### src/core/febc_pkg.sv
// shared constants and types of the error status and boot config block
// assumes a single sys_clk domain; the serial pins are synchronised inside
package febc_pkg;
    // serial command codes
    localparam logic [7:0] OPC_SET_PARAMS_NV = 8'h85;
    localparam logic [7:0] OPC_SET_PARAMS_V  = 8'h83;
    localparam logic [7:0] OPC_READ_EXT      = 8'h81;
    localparam logic [7:0] OPC_CLEAR_ERR     = 8'h82;
    localparam logic [7:0] OPC_READ_BOOT     = 8'h14;
    localparam logic [7:0] OPC_WRITE_BOOT    = 8'h15;
    // extended read status layout
    localparam int EXT_WIP_BIT  = 0;
    localparam int EXT_PROT_BIT = 1;
    localparam int EXT_PERR_BIT = 2;
    localparam int EXT_EERR_BIT = 3;
    localparam int EXT_RSVD_BIT = 4;
    localparam int EXT_DS_LSB   = 5;
    localparam int EXT_DS_MSB   = 7;
    localparam logic       EXT_RSVD_VAL  = 1'b1;
    localparam logic [2:0] DS_RESET      = 3'h7;
    localparam logic [2:0] DS_RSVD_LOW   = 3'h0;
    localparam logic [2:0] DS_RSVD_HIGH  = 3'h4;
    // boot configuration layout
    localparam int BOOT_EN_BIT     = 0;
    localparam int BOOT_DLY_LSB    = 1;
    localparam int BOOT_DLY_MSB    = 4;
    localparam int BOOT_ADDR_LSB   = 5;
    localparam int BOOT_ADDR_MSB   = 23;
    localparam int BOOT_ALIGN_SH   = 9;
    localparam int BOOT_ADDR_W     = 28;
    localparam logic [31:0] BOOT_RESET   = 32'h0000_0000;
    localparam logic [31:0] BOOT_WR_MASK = 32'h00ff_ffff;
    localparam logic [2:0]  BOOT_BYTES   = 3'h4;
    // outcome classes reported by the command engine
    typedef enum logic [2:0] {
        FEBC_OP_PROGRAM,
        FEBC_OP_INFO_PROG,
        FEBC_OP_MODE_PROG,
        FEBC_OP_UNLOCK,
        FEBC_OP_NV_REG,
        FEBC_OP_FUNC_WR,
        FEBC_OP_ERASE,
        FEBC_OP_CHIP_ERASE
    } febc_op_t;
endpackage : febc_pkg

### src/core/febc_link_if.sv
// signals between the serial front end and the register core
// assumes both ends run on sys_clk
`timescale 1ns/1ps
interface febc_link_if;
    logic       frame_start;
    logic       frame_end;
    logic       sck_fall;
    logic       rx_valid;
    logic [7:0] rx_byte;
    logic [7:0] tx_byte;
    logic       tx_on;
    logic       tx_sync;
    logic       tx_take;
    modport front (output frame_start, frame_end, sck_fall, rx_valid, rx_byte, tx_take,
                   input tx_byte, tx_on, tx_sync);
    modport core  (input frame_start, frame_end, sck_fall, rx_valid, rx_byte, tx_take,
                   output tx_byte, tx_on, tx_sync);
endinterface : febc_link_if

### src/core/febc_core.sv
// error status and boot configuration block, top level
// assumes the command engine reports outcomes on sys_clk; boot memory
// answers one cycle after a fetch pulse
`timescale 1ns/1ps
// Operation
// - extended status bit 0 always mirrors the main busy flag
// - protection error flag set when erase or program hits protected region
// - program error flag set on program or register write failure or protection
// - erase error flag set on erase or nv register failure or protection
// - program to protected or suspended target sets program and protection errors
// - info row program to locked region sets program and protection errors
// - mode lock reprogram or both lock bits zero sets program and protection
// - wrong unlock password sets program and protection errors
// - nv register update failure sets matching erase or program error
// - erase commands set erase error, plus protection error on protected target
// - chip erase meeting protected sectors sets neither erase nor protection error
// - clearing otp bits back to zero is ignored with no error
// - read only bits ignore written data and raise no error
// - error flags stay set until clear command, hardware or software reset
// - set error flags never block later commands
// - drive strength code in bits 7 to 5, default 111 for 50 percent
// - boot register 32 bits non-volatile, bit 0 enables boot, default off
// - bits 23 to 5 hold 512-byte aligned boot start address, default zero
// - bits 4 to 1 hold boot delay cycles after chip enable falls
// - bits 31 to 24 reserved and read as zero
// - set-params 85h writes nv and volatile copy, 83h volatile, status untouched
module febc_core
    import febc_pkg::*;
(
    input  wire logic                       sys_clk,
    input  wire logic                       rst,
    input  wire logic                       sck,
    input  wire logic                       ce_n,
    input  wire logic                       si,
    output logic                            so_r,
    output logic                            so_oe_r,
    input  wire logic                       busy,
    input  wire logic                       soft_rst,
    input  wire logic                       op_done,
    input  wire febc_pkg::febc_op_t         op_kind,
    input  wire logic                       op_fail,
    input  wire logic                       op_hit_protect,
    input  wire logic                       mode_chosen,
    input  wire logic [1:0]                 mode_lock_bits,
    input  wire logic                       pwd_match,
    input  wire logic                       nv_erase_fail,
    input  wire logic                       nv_prog_fail,
    input  wire logic [7:0]                 boot_data,
    output logic                            boot_fetch_r,
    output logic [febc_pkg::BOOT_ADDR_W-1:0] boot_addr_r,
    output logic [2:0]                      drive_sel_r,
    output logic                            boot_enable_r,
    output logic                            prot_err_r,
    output logic                            prog_err_r,
    output logic                            erase_err_r
);
    import febc_pkg::*;

    typedef enum logic [2:0] {
        ST_CMD, ST_RD_EXT, ST_RD_BOOT, ST_WR_EXT, ST_WR_BOOT, ST_IGNORE, ST_BOOT_WAIT,
        ST_BOOT_RUN
    } febc_state_t;

    febc_link_if lnk ();

    febc_state_t            state_r, state_nxt;
    logic [2:0]             ds_nv_r, ds_nv_nxt;
    logic [2:0]             drive_sel_nxt;
    logic [31:0]            boot_r, boot_nxt;
    logic [31:0]            sh_r, sh_nxt;
    logic [2:0]             cnt_r, cnt_nxt;
    logic                   to_nv_r, to_nv_nxt;
    logic [3:0]             fall_cnt_r, fall_cnt_nxt;
    logic [BOOT_ADDR_W-1:0] boot_addr_nxt;
    logic                   boot_fetch_nxt;
    logic                   fetch_d_r;
    logic [7:0]             tx_byte_r, tx_byte_nxt;
    logic                   tx_on_r, tx_on_nxt;
    logic                   tx_sync_r, tx_sync_nxt;
    logic                   clear_cmd;
    logic                   prot_set, prog_set, erase_set;
    logic                   bad_mode, err_clr;
    logic [7:0]             ext_val;
    logic [3:0]             boot_dly;
    logic [BOOT_ADDR_W-1:0] boot_base;

    febc_link_front u_front (
        .sys_clk (sys_clk),
        .rst     (rst),
        .sck     (sck),
        .ce_n    (ce_n),
        .si      (si),
        .so_r    (so_r),
        .so_oe_r (so_oe_r),
        .lnk     (lnk.front)
    );

    assign lnk.tx_byte = tx_byte_r;
    assign lnk.tx_on   = tx_on_r;
    assign lnk.tx_sync = tx_sync_r;

    // read image of the extended status register
    always_comb
    begin
        ext_val                          = 8'h00;
        ext_val[EXT_WIP_BIT]             = busy;
        ext_val[EXT_PROT_BIT]            = prot_err_r;
        ext_val[EXT_PERR_BIT]            = prog_err_r;
        ext_val[EXT_EERR_BIT]            = erase_err_r;
        ext_val[EXT_RSVD_BIT]            = EXT_RSVD_VAL;
        ext_val[EXT_DS_MSB:EXT_DS_LSB]   = drive_sel_r;
    end

    // boot fields decoded from the stored word
    assign boot_dly  = boot_r[BOOT_DLY_MSB:BOOT_DLY_LSB];
    assign boot_base = BOOT_ADDR_W'(boot_r[BOOT_ADDR_MSB:BOOT_ADDR_LSB])
                       << BOOT_ALIGN_SH;

    // outcome classification into error set terms
    always_comb
    begin
        prot_set  = 1'b0;
        prog_set  = 1'b0;
        erase_set = 1'b0;
        bad_mode  = mode_chosen || (mode_lock_bits == 2'h0);
        if (op_done)
        begin
            unique case (op_kind)
                FEBC_OP_PROGRAM, FEBC_OP_INFO_PROG:
                begin
                    prog_set = op_fail | op_hit_protect;
                    prot_set = op_hit_protect;
                end
                FEBC_OP_MODE_PROG:
                begin
                    prog_set = op_fail | bad_mode;
                    prot_set = bad_mode;
                end
                FEBC_OP_UNLOCK:
                begin
                    prog_set = ~pwd_match;
                    prot_set = ~pwd_match;
                end
                FEBC_OP_NV_REG:
                begin
                    prog_set  = nv_prog_fail;
                    erase_set = nv_erase_fail;
                end
                FEBC_OP_FUNC_WR:
                    prog_set = op_fail;                   // otp clears are no fail
                FEBC_OP_ERASE:
                begin
                    erase_set = op_fail | op_hit_protect;
                    prot_set  = op_hit_protect;
                end
                FEBC_OP_CHIP_ERASE:
                    erase_set = op_fail;                  // protected skip is silent
            endcase
        end
    end

    // sticky flags; a set in the clearing cycle wins
    assign err_clr = clear_cmd | soft_rst;

    always_ff @(posedge sys_clk or posedge rst)
    begin
        if (rst)
        begin
            prot_err_r  <= 1'b0;
            prog_err_r  <= 1'b0;
            erase_err_r <= 1'b0;
        end
        else
        begin
            prot_err_r  <= (prot_err_r & ~err_clr) | prot_set;
            prog_err_r  <= (prog_err_r & ~err_clr) | prog_set;
            erase_err_r <= (erase_err_r & ~err_clr) | erase_set;
        end
    end

    // command sequencing, register writes and boot streaming
    always_comb
    begin
        state_nxt      = state_r;
        ds_nv_nxt      = ds_nv_r;
        drive_sel_nxt  = drive_sel_r;
        boot_nxt       = boot_r;
        sh_nxt         = sh_r;
        cnt_nxt        = cnt_r;
        to_nv_nxt      = to_nv_r;
        fall_cnt_nxt   = fall_cnt_r;
        boot_addr_nxt  = boot_addr_r;
        boot_fetch_nxt = 1'b0;
        tx_byte_nxt    = tx_byte_r;
        tx_on_nxt      = tx_on_r;
        tx_sync_nxt    = 1'b0;
        clear_cmd      = 1'b0;
        if (soft_rst)
            drive_sel_nxt = ds_nv_r;
        if (fetch_d_r)
            tx_byte_nxt = boot_data;
        if (lnk.frame_start)
        begin
            cnt_nxt      = 3'h0;
            fall_cnt_nxt = 4'h0;
            tx_on_nxt    = 1'b0;
            state_nxt    = ST_CMD;
            if (boot_r[BOOT_EN_BIT])
            begin
                state_nxt = ST_BOOT_WAIT;
                if (boot_dly == 4'h0)
                begin
                    state_nxt      = ST_BOOT_RUN;
                    boot_addr_nxt  = boot_base;
                    boot_fetch_nxt = 1'b1;
                    tx_on_nxt      = 1'b1;
                    tx_sync_nxt    = 1'b1;
                end
            end
        end
        else if (lnk.frame_end)
        begin
            // commits happen only on a complete frame
            if (state_r == ST_WR_EXT && cnt_r != 3'h0)
            begin
                drive_sel_nxt = sh_r[EXT_DS_MSB:EXT_DS_LSB]; // status bits dropped
                if (to_nv_r)
                    ds_nv_nxt = sh_r[EXT_DS_MSB:EXT_DS_LSB];
            end
            if (state_r == ST_WR_BOOT && cnt_r == BOOT_BYTES)
                boot_nxt = sh_r & BOOT_WR_MASK;
            state_nxt = ST_CMD;
            tx_on_nxt = 1'b0;
        end
        else
        begin
            unique case (state_r)
                ST_CMD:
                    if (lnk.rx_valid)
                    begin
                        state_nxt = ST_IGNORE;
                        unique case (lnk.rx_byte)
                            OPC_READ_EXT:
                            begin
                                state_nxt   = ST_RD_EXT;
                                tx_byte_nxt = ext_val;
                                tx_on_nxt   = 1'b1;
                            end
                            OPC_READ_BOOT:
                            begin
                                state_nxt   = ST_RD_BOOT;
                                tx_byte_nxt = boot_r[31:24];
                                sh_nxt      = {boot_r[23:0], 8'h00};
                                tx_on_nxt   = 1'b1;
                            end
                            OPC_SET_PARAMS_NV, OPC_SET_PARAMS_V:
                            begin
                                state_nxt = ST_WR_EXT;
                                to_nv_nxt = (lnk.rx_byte == OPC_SET_PARAMS_NV);
                            end
                            OPC_WRITE_BOOT:
                                state_nxt = ST_WR_BOOT;
                            OPC_CLEAR_ERR:
                                clear_cmd = 1'b1;
                            default:
                                state_nxt = ST_IGNORE;      // other codes run elsewhere
                        endcase
                    end
                ST_RD_EXT:
                    if (lnk.tx_take)
                        tx_byte_nxt = ext_val;              // live status repeated
                ST_RD_BOOT:
                    if (lnk.tx_take)
                    begin
                        tx_byte_nxt = sh_r[31:24];
                        sh_nxt      = {sh_r[23:0], 8'h00};
                    end
                ST_WR_EXT:
                    if (lnk.rx_valid && cnt_r == 3'h0)
                    begin
                        sh_nxt  = {24'h000000, lnk.rx_byte};
                        cnt_nxt = 3'h1;
                    end
                ST_WR_BOOT:
                    if (lnk.rx_valid && cnt_r != BOOT_BYTES)
                    begin
                        sh_nxt  = {sh_r[23:0], lnk.rx_byte};
                        cnt_nxt = cnt_r + 3'h1;
                    end
                ST_IGNORE:
                    state_nxt = ST_IGNORE;
                ST_BOOT_WAIT:
                    if (lnk.sck_fall)
                    begin
                        fall_cnt_nxt = fall_cnt_r + 4'h1;
                        if (fall_cnt_r + 4'h1 == boot_dly)
                        begin
                            state_nxt      = ST_BOOT_RUN;
                            boot_addr_nxt  = boot_base;
                            boot_fetch_nxt = 1'b1;
                            tx_on_nxt      = 1'b1;
                            tx_sync_nxt    = 1'b1;
                        end
                    end
                ST_BOOT_RUN:
                    if (lnk.tx_take)
                    begin
                        boot_addr_nxt  = boot_addr_r + BOOT_ADDR_W'(1);
                        boot_fetch_nxt = 1'b1;
                    end
            endcase
        end
    end

    always_ff @(posedge sys_clk or posedge rst)
    begin
        if (rst)
        begin
            state_r       <= ST_CMD;
            ds_nv_r       <= DS_RESET;
            drive_sel_r   <= DS_RESET;
            boot_r        <= BOOT_RESET;
            boot_enable_r <= 1'b0;
            sh_r          <= 32'h0000_0000;
            cnt_r         <= 3'h0;
            to_nv_r       <= 1'b0;
            fall_cnt_r    <= 4'h0;
            boot_addr_r   <= '0;
            boot_fetch_r  <= 1'b0;
            fetch_d_r     <= 1'b0;
            tx_byte_r     <= 8'h00;
            tx_on_r       <= 1'b0;
            tx_sync_r     <= 1'b0;
        end
        else
        begin
            state_r       <= state_nxt;
            ds_nv_r       <= ds_nv_nxt;
            drive_sel_r   <= drive_sel_nxt;
            boot_r        <= boot_nxt;
            boot_enable_r <= boot_nxt[BOOT_EN_BIT];
            sh_r          <= sh_nxt;
            cnt_r         <= cnt_nxt;
            to_nv_r       <= to_nv_nxt;
            fall_cnt_r    <= fall_cnt_nxt;
            boot_addr_r   <= boot_addr_nxt;
            boot_fetch_r  <= boot_fetch_nxt;
            fetch_d_r     <= boot_fetch_r;
            tx_byte_r     <= tx_byte_nxt;
            tx_on_r       <= tx_on_nxt;
            tx_sync_r     <= tx_sync_nxt;
        end
    end
endmodule : febc_core

### src/core/febc_link_front.sv
// serial front end: pin synchronisers, edge finding, byte shifters
// assumes mode 0 framing, serial clock far slower than sys_clk
`timescale 1ns/1ps
module febc_link_front (
    input  wire logic   sys_clk,
    input  wire logic   rst,
    input  wire logic   sck,
    input  wire logic   ce_n,
    input  wire logic   si,
    output logic        so_r,
    output logic        so_oe_r,
    febc_link_if.front  lnk
);
    logic [2:0] meta_r;
    logic [2:0] sync_r;
    logic [1:0] dly_r;
    logic [7:0] rx_sh_r, rx_sh_nxt;
    logic [2:0] rx_cnt_r, rx_cnt_nxt;
    logic [7:0] rx_byte_r, rx_byte_nxt;
    logic       rx_valid_r, rx_valid_nxt;
    logic [6:0] tx_sh_r, tx_sh_nxt;
    logic [2:0] tx_cnt_r, tx_cnt_nxt;
    logic       take_r, take_nxt;
    logic       so_nxt, oe_nxt;
    logic       fs_r, fe_r, fall_r;
    logic       rise, fall, active;

    // two stages on sck, ce_n, si; only stage two feeds logic
    always_ff @(posedge sys_clk or posedge rst)
    begin
        if (rst)
        begin
            meta_r <= 3'h6;
            sync_r <= 3'h6;
            dly_r  <= 2'h3; // idle ce_n high, no false frame end
        end
        else
        begin
            meta_r <= {sck, ce_n, si};
            sync_r <= meta_r;
            dly_r  <= sync_r[2:1];
        end
    end

    assign active = ~sync_r[1];
    assign rise   = sync_r[2] & ~dly_r[1] & active;
    assign fall   = ~sync_r[2] & dly_r[1] & active;

    // receive on rising, transmit on falling sck
    always_comb
    begin
        rx_sh_nxt    = rx_sh_r;
        rx_cnt_nxt   = rx_cnt_r;
        rx_byte_nxt  = rx_byte_r;
        rx_valid_nxt = 1'b0;
        tx_sh_nxt    = tx_sh_r;
        tx_cnt_nxt   = tx_cnt_r;
        take_nxt     = 1'b0;
        so_nxt       = so_r;
        oe_nxt       = so_oe_r & active;
        if (!active)
        begin
            rx_cnt_nxt = 3'h0;
            tx_cnt_nxt = 3'h0;
        end
        if (rise)
        begin
            rx_sh_nxt  = {rx_sh_r[6:0], sync_r[0]};
            rx_cnt_nxt = rx_cnt_r + 3'h1;
            if (rx_cnt_r == 3'h7)
            begin
                rx_valid_nxt = 1'b1;
                rx_byte_nxt  = {rx_sh_r[6:0], sync_r[0]};
            end
        end
        if (lnk.tx_sync)
            tx_cnt_nxt = 3'h0;
        else if (fall && lnk.tx_on)
        begin
            tx_cnt_nxt = tx_cnt_r + 3'h1;
            oe_nxt     = 1'b1;
            if (tx_cnt_r == 3'h0)
            begin
                so_nxt    = lnk.tx_byte[7];
                tx_sh_nxt = lnk.tx_byte[6:0];
                take_nxt  = 1'b1;
            end
            else
            begin
                so_nxt    = tx_sh_r[6];
                tx_sh_nxt = {tx_sh_r[5:0], 1'b0};
            end
        end
    end

    always_ff @(posedge sys_clk or posedge rst)
    begin
        if (rst)
        begin
            rx_sh_r    <= 8'h00;
            rx_cnt_r   <= 3'h0;
            rx_byte_r  <= 8'h00;
            rx_valid_r <= 1'b0;
            tx_sh_r    <= 7'h00;
            tx_cnt_r   <= 3'h0;
            take_r     <= 1'b0;
            so_r       <= 1'b0;
            so_oe_r    <= 1'b0;
            fs_r       <= 1'b0;
            fe_r       <= 1'b0;
            fall_r     <= 1'b0;
        end
        else
        begin
            rx_sh_r    <= rx_sh_nxt;
            rx_cnt_r   <= rx_cnt_nxt;
            rx_byte_r  <= rx_byte_nxt;
            rx_valid_r <= rx_valid_nxt;
            tx_sh_r    <= tx_sh_nxt;
            tx_cnt_r   <= tx_cnt_nxt;
            take_r     <= take_nxt;
            so_r       <= so_nxt;
            so_oe_r    <= oe_nxt;
            fs_r       <= ~sync_r[1] & dly_r[0];
            fe_r       <= sync_r[1] & ~dly_r[0];
            fall_r     <= fall;
        end
    end

    assign lnk.frame_start = fs_r;
    assign lnk.frame_end   = fe_r;
    assign lnk.sck_fall    = fall_r;
    assign lnk.rx_valid    = rx_valid_r;
    assign lnk.rx_byte     = rx_byte_r;
    assign lnk.tx_take     = take_r;
endmodule : febc_link_front

### config.mk
export PLATFORM = sky130hd
export DESIGN_NAME = febc_core
export DESIGN_NICKNAME = d
export VERILOG_FILES = /design/src/core/febc_pkg.sv /design/src/core/febc_link_if.sv /design/src/core/febc_core.sv /design/src/core/febc_link_front.sv
export SDC_FILE = /design/constraint.sdc
export NUM_CORES = 1
export LEC_CHECK = 0
export BUFFER_PORTS_ARGS = -buffer_cell sky130_fd_sc_hd__buf_2
export CAP_MARGIN = 10
export CORE_ASPECT_RATIO = 1.1
export CORE_UTILIZATION = 61
export DETAILED_ROUTE_END_ITERATION = 10
export GPL_TIMING_DRIVEN = 0
export HOLD_SLACK_MARGIN = 0.02
export PLACE_DENSITY = 0.81
export SKIP_CTS_REPAIR_TIMING = 1
export SKIP_LAST_GASP = 1
export SYNTH_ARGS = -nofsm -noshare
export SYNTH_HDL_FRONTEND = slang
export SYNTH_SLANG_ARGS = --single-unit
export TNS_END_PERCENT = 50
### constraint.sdc
create_clock -name sys_clk -period 7.4 [get_ports sys_clk]
set_clock_uncertainty 0.1 [all_clocks]
set_input_delay 0.74 -clock sys_clk [delete_from_list [all_inputs] [get_ports sys_clk]]
set_output_delay 0.74 -clock sys_clk [all_outputs]
set_load 0.005 [all_outputs]
==> impl_metrics.ini <==
[sta]
period_share_pct = 45.8
fmax_mhz = 295
setup_viol = 0
max_slew_margin_pct = 25.0
tightestPinTransition_ns = 1.11
holdWs_ns = 0.253
finalCriticalPeriod_ns = 3.39
setup_slack_ns = 4.01
hold_viol = 0
rsz0062_at_grt = false
slew_viol_final = 0
tns_ns = 0

[yosys]
synthTopCellsByCount = dfrtp_1, nand2_1, mux2_2
synthesis.nets = 782
async_reset_ff_share_pct = 100
synth-edff-count = 0
yosysUniqueCellTypes = 71
ys_warn_count = 0
synth_most_common_cell = dfrtp_1
seq_area_frac_synth_pct = 50.0
syn-instance-count = 747
ys.flop_type = dfrtp_1
synth_top_area_share_pct = 46.0
syn_area_per_cell_um2 = 10.7
synthTopCellsByArea = dfrtp_1, mux2_2, dfstp_2
yosys_register_bits = 159
synth_area_um2 = 7990
yosysTopAreaCell = dfrtp_1

[routing]
drt-vias-per-instance = 6.53
routed_wire_length_per_instance_um = 20.3
drtPass1Iterations = 9
first_iter_violations = 870
routed_wl_mm = 20.3
via_count = 6537
detail-route-antenna-nets = 0
drcViolationCount = 8

[job]
maxCapViolCount = 0

[global_route]
grt_usage_pct = 31.1
overflow = 0
grt_pass1_vias = 6401
antenna_found_initial = 0
grt_max_degree = 98
grt_pass1_wl_mm = 32.5

[worst_setup_path]
worst_ep_required_time_ns = 7.59
crit_chain = ha_1 -> xor2_1 -> or4_4 -> nor4_1 -> nor2_1 -> inv_1 -> buf_2 -> a2bb2oi_1
slowest_delay_ns = 0.67
cp-end-kind = flop
rr_startpoint = fall_cnt_r[0]
reg2reg_to = boot_addr_r[13]
cp_max_fo = 10
worstRegToRegCells = 8
crit_slowest_cell = nor4_1
timing_worst_setup_path_type = reg -> reg
cp.arrival_ns = 3.58
critPathLaunchType = flop
r2r_slack_ns = 4.01

[layout]
area_growth_pct = 14.8
nets = 866
drive_above_1_share_pct = 25.0
diodes = 0
fillers = 898
layout.cells.non_filler = 1001
multiInputGateArea_um2 = 3710
seqCellArea_um2 = 3990

[die]
initial_core_util_pct = 62.9
fp.dieW_um = 111
ios = 65
rows = 43
fp.coreArea_um2 = 12700
die_h_um = 122
die-area_um2 = 13600

[worst_hold_path]
hold_end = u_front.sync_r[0]
whs_path_depth = 0
min_path_type = reg -> reg
hold_start = u_front.meta_r[0]

[power_and_ir_drop]
comb_power_share_pct = 10.1
switching_share_pct = 24.2
p_sw_mw = 0.501
p_leak_nw = 4.22
vdd_drop_max_uv = 160
seqPwrFrac_pct = 44.8
power_mw = 2.07
internal_power_mw = 1.57
power_density_nw_per_um2 = 226
pwr-share-clk_pct = 45.1

[clocking]
root_buffer = clkbuf_16
clock_sinks = 159
insertion_delay_ns = 0.43
cts.clk_slew.worst_paths_ns = 0.06
numCtsBuffers = 17
h-tree-depth = 4
clock_path_buffers = 2
cts_tree = yes

[place]
place.port_buffers = 63
dp_hpwl_mm = 14.1
pre_cts_slack_ns = 4.14
place_congestion = 0.929
dp_cells = 968

[run_status]
violations = design-rule violations
status = finished with violations
==> power groups by stage <==
stage	Sequential [mW]	Clock (mW)	Combinational, mW
finish	0.927	0.933	0.209
global route	0.930	0.972	0.229
CTS	0.927	0.937	0.206
detailed placement	0.941	0	0.204
global placement	0.938	0	0.194
floorplan	0.933	0	0.149
==> state kept, by name, indices dropped and copies added (netlist names), 3 cells and up <==
register,cells
u_front.sync_r,3
u_front.tx_cnt_r,3
boot_addr_r,28
u_front.lnk.rx_byte,8
u_front.meta_r,3
state_r,3
u_front.rx_sh_r,7
u_front.rx_cnt_r,3
u_front.tx_sh_r,7
cnt_r,3
boot_r,24
sh_r,32
ds_nv_r,3
lnk.tx_byte,8
fall_cnt_r,4
drive_sel_r,3
==> routing by layer <==
metal | track usage (%) | share of wire [%] | up-vias
li1 | - | - | 2929
met1 | 40.1 | 41 | 3242
met2 | 51.3 | 49 | 320
met3 | 4.93 | 6.5 | 46
met4 | 16.5 | 3.4 | 0
met5 | 0 | 0 | -
==> critical path, delay by kind of cell (launching register included) <==
| kind | cells | cell delay (ns) |
|---|---|---|
| AO/OA/AOI/OAI | 1 | 0.12 |
| buffers and inverters | 2 | 0.68 |
| flip-flops | 1 | 0.44 |
| AND/OR/NAND/NOR | 3 | 1.42 |
| XOR/XNOR | 1 | 0.15 |
| adder cells (fa/ha/maj) | 1 | 0.35 |
==> cell type report <==
type	count	area share, %
Clock buffer	21	5.13
Buffer	45	2.22
Clock inverter	11	1.77
Inverter	23	0.996
Sequential cell	159	43.5
Multi-Input combinational cell	520	40.4
Tap cell	157	2.14
Timing Repair Buffer	65	3.79
==> layout by cell type, fill, tap and decap left out, drive strengths merged, types with 5 or more instances in the layout <==
| cell type | count |
|---|---|
| o22a | 6 |
| a221oi | 5 |
| dfstp | 12 |
| a32oi | 5 |
| nand2 | 82 |
| nor4 | 9 |
| mux2i | 23 |
| nor2 | 36 |
| o211ai | 5 |
| mux2 | 73 |
| and3 | 7 |
| clkbuf | 52 |
| buf | 79 |
| inv | 23 |
| nand3 | 21 |
| o21ai | 37 |
| o221ai | 5 |
| ha | 8 |
| dfrtp | 147 |
| a22o | 25 |
| a31oi | 15 |
| nor2b | 10 |
| xor2 | 6 |
| nor3 | 15 |
| xnor2 | 7 |
| a22oi | 11 |
| o22ai | 8 |
| a21oi | 33 |
| nand4 | 6 |
| a2bb2oi | 6 |
| and2 | 7 |
==> how the worst max path moves through the flow <==
stage / startpoint / slack, ns / to
after floorplan: rst / 2.29 / boot_addr_r[0]
after global placement: rst / 0.85 / boot_r[3]
after detailed placement: fall_cnt_r[0] / 4.14 / boot_addr_r[8]
after CTS: fall_cnt_r[0] / 4.13 / boot_addr_r[8]
after global routing: fall_cnt_r[0] / 3.90 / boot_addr_r[8]
final: fall_cnt_r[0] / 4.01 / boot_addr_r[13]
==> logic make-up after synthesis <==
| group | synth area share, % |
|---|---|
| buffers and inverters | 3.63 |
| muxes | 13.2 |
| adders and majority gates | 1.25 |
| AOI/OAI and AO/OA | 17.1 |
| and+or+nand+nor | 13.2 |
| xor gates and xnor gates | 1.72 |
| DFF | 50.0 |
==> metrics by stage <==
stage	util (%)	area [µm²]
2_1_floorplan	-	7990
3_3_place_gp	67.0	8500
3_5_place_dp	67.2	8530
4_1_cts	72.2	9170
5_1_grt	72.2	9170
6_report	72.2	9170
Note: power is estimated with default switching activity, not from simulation.
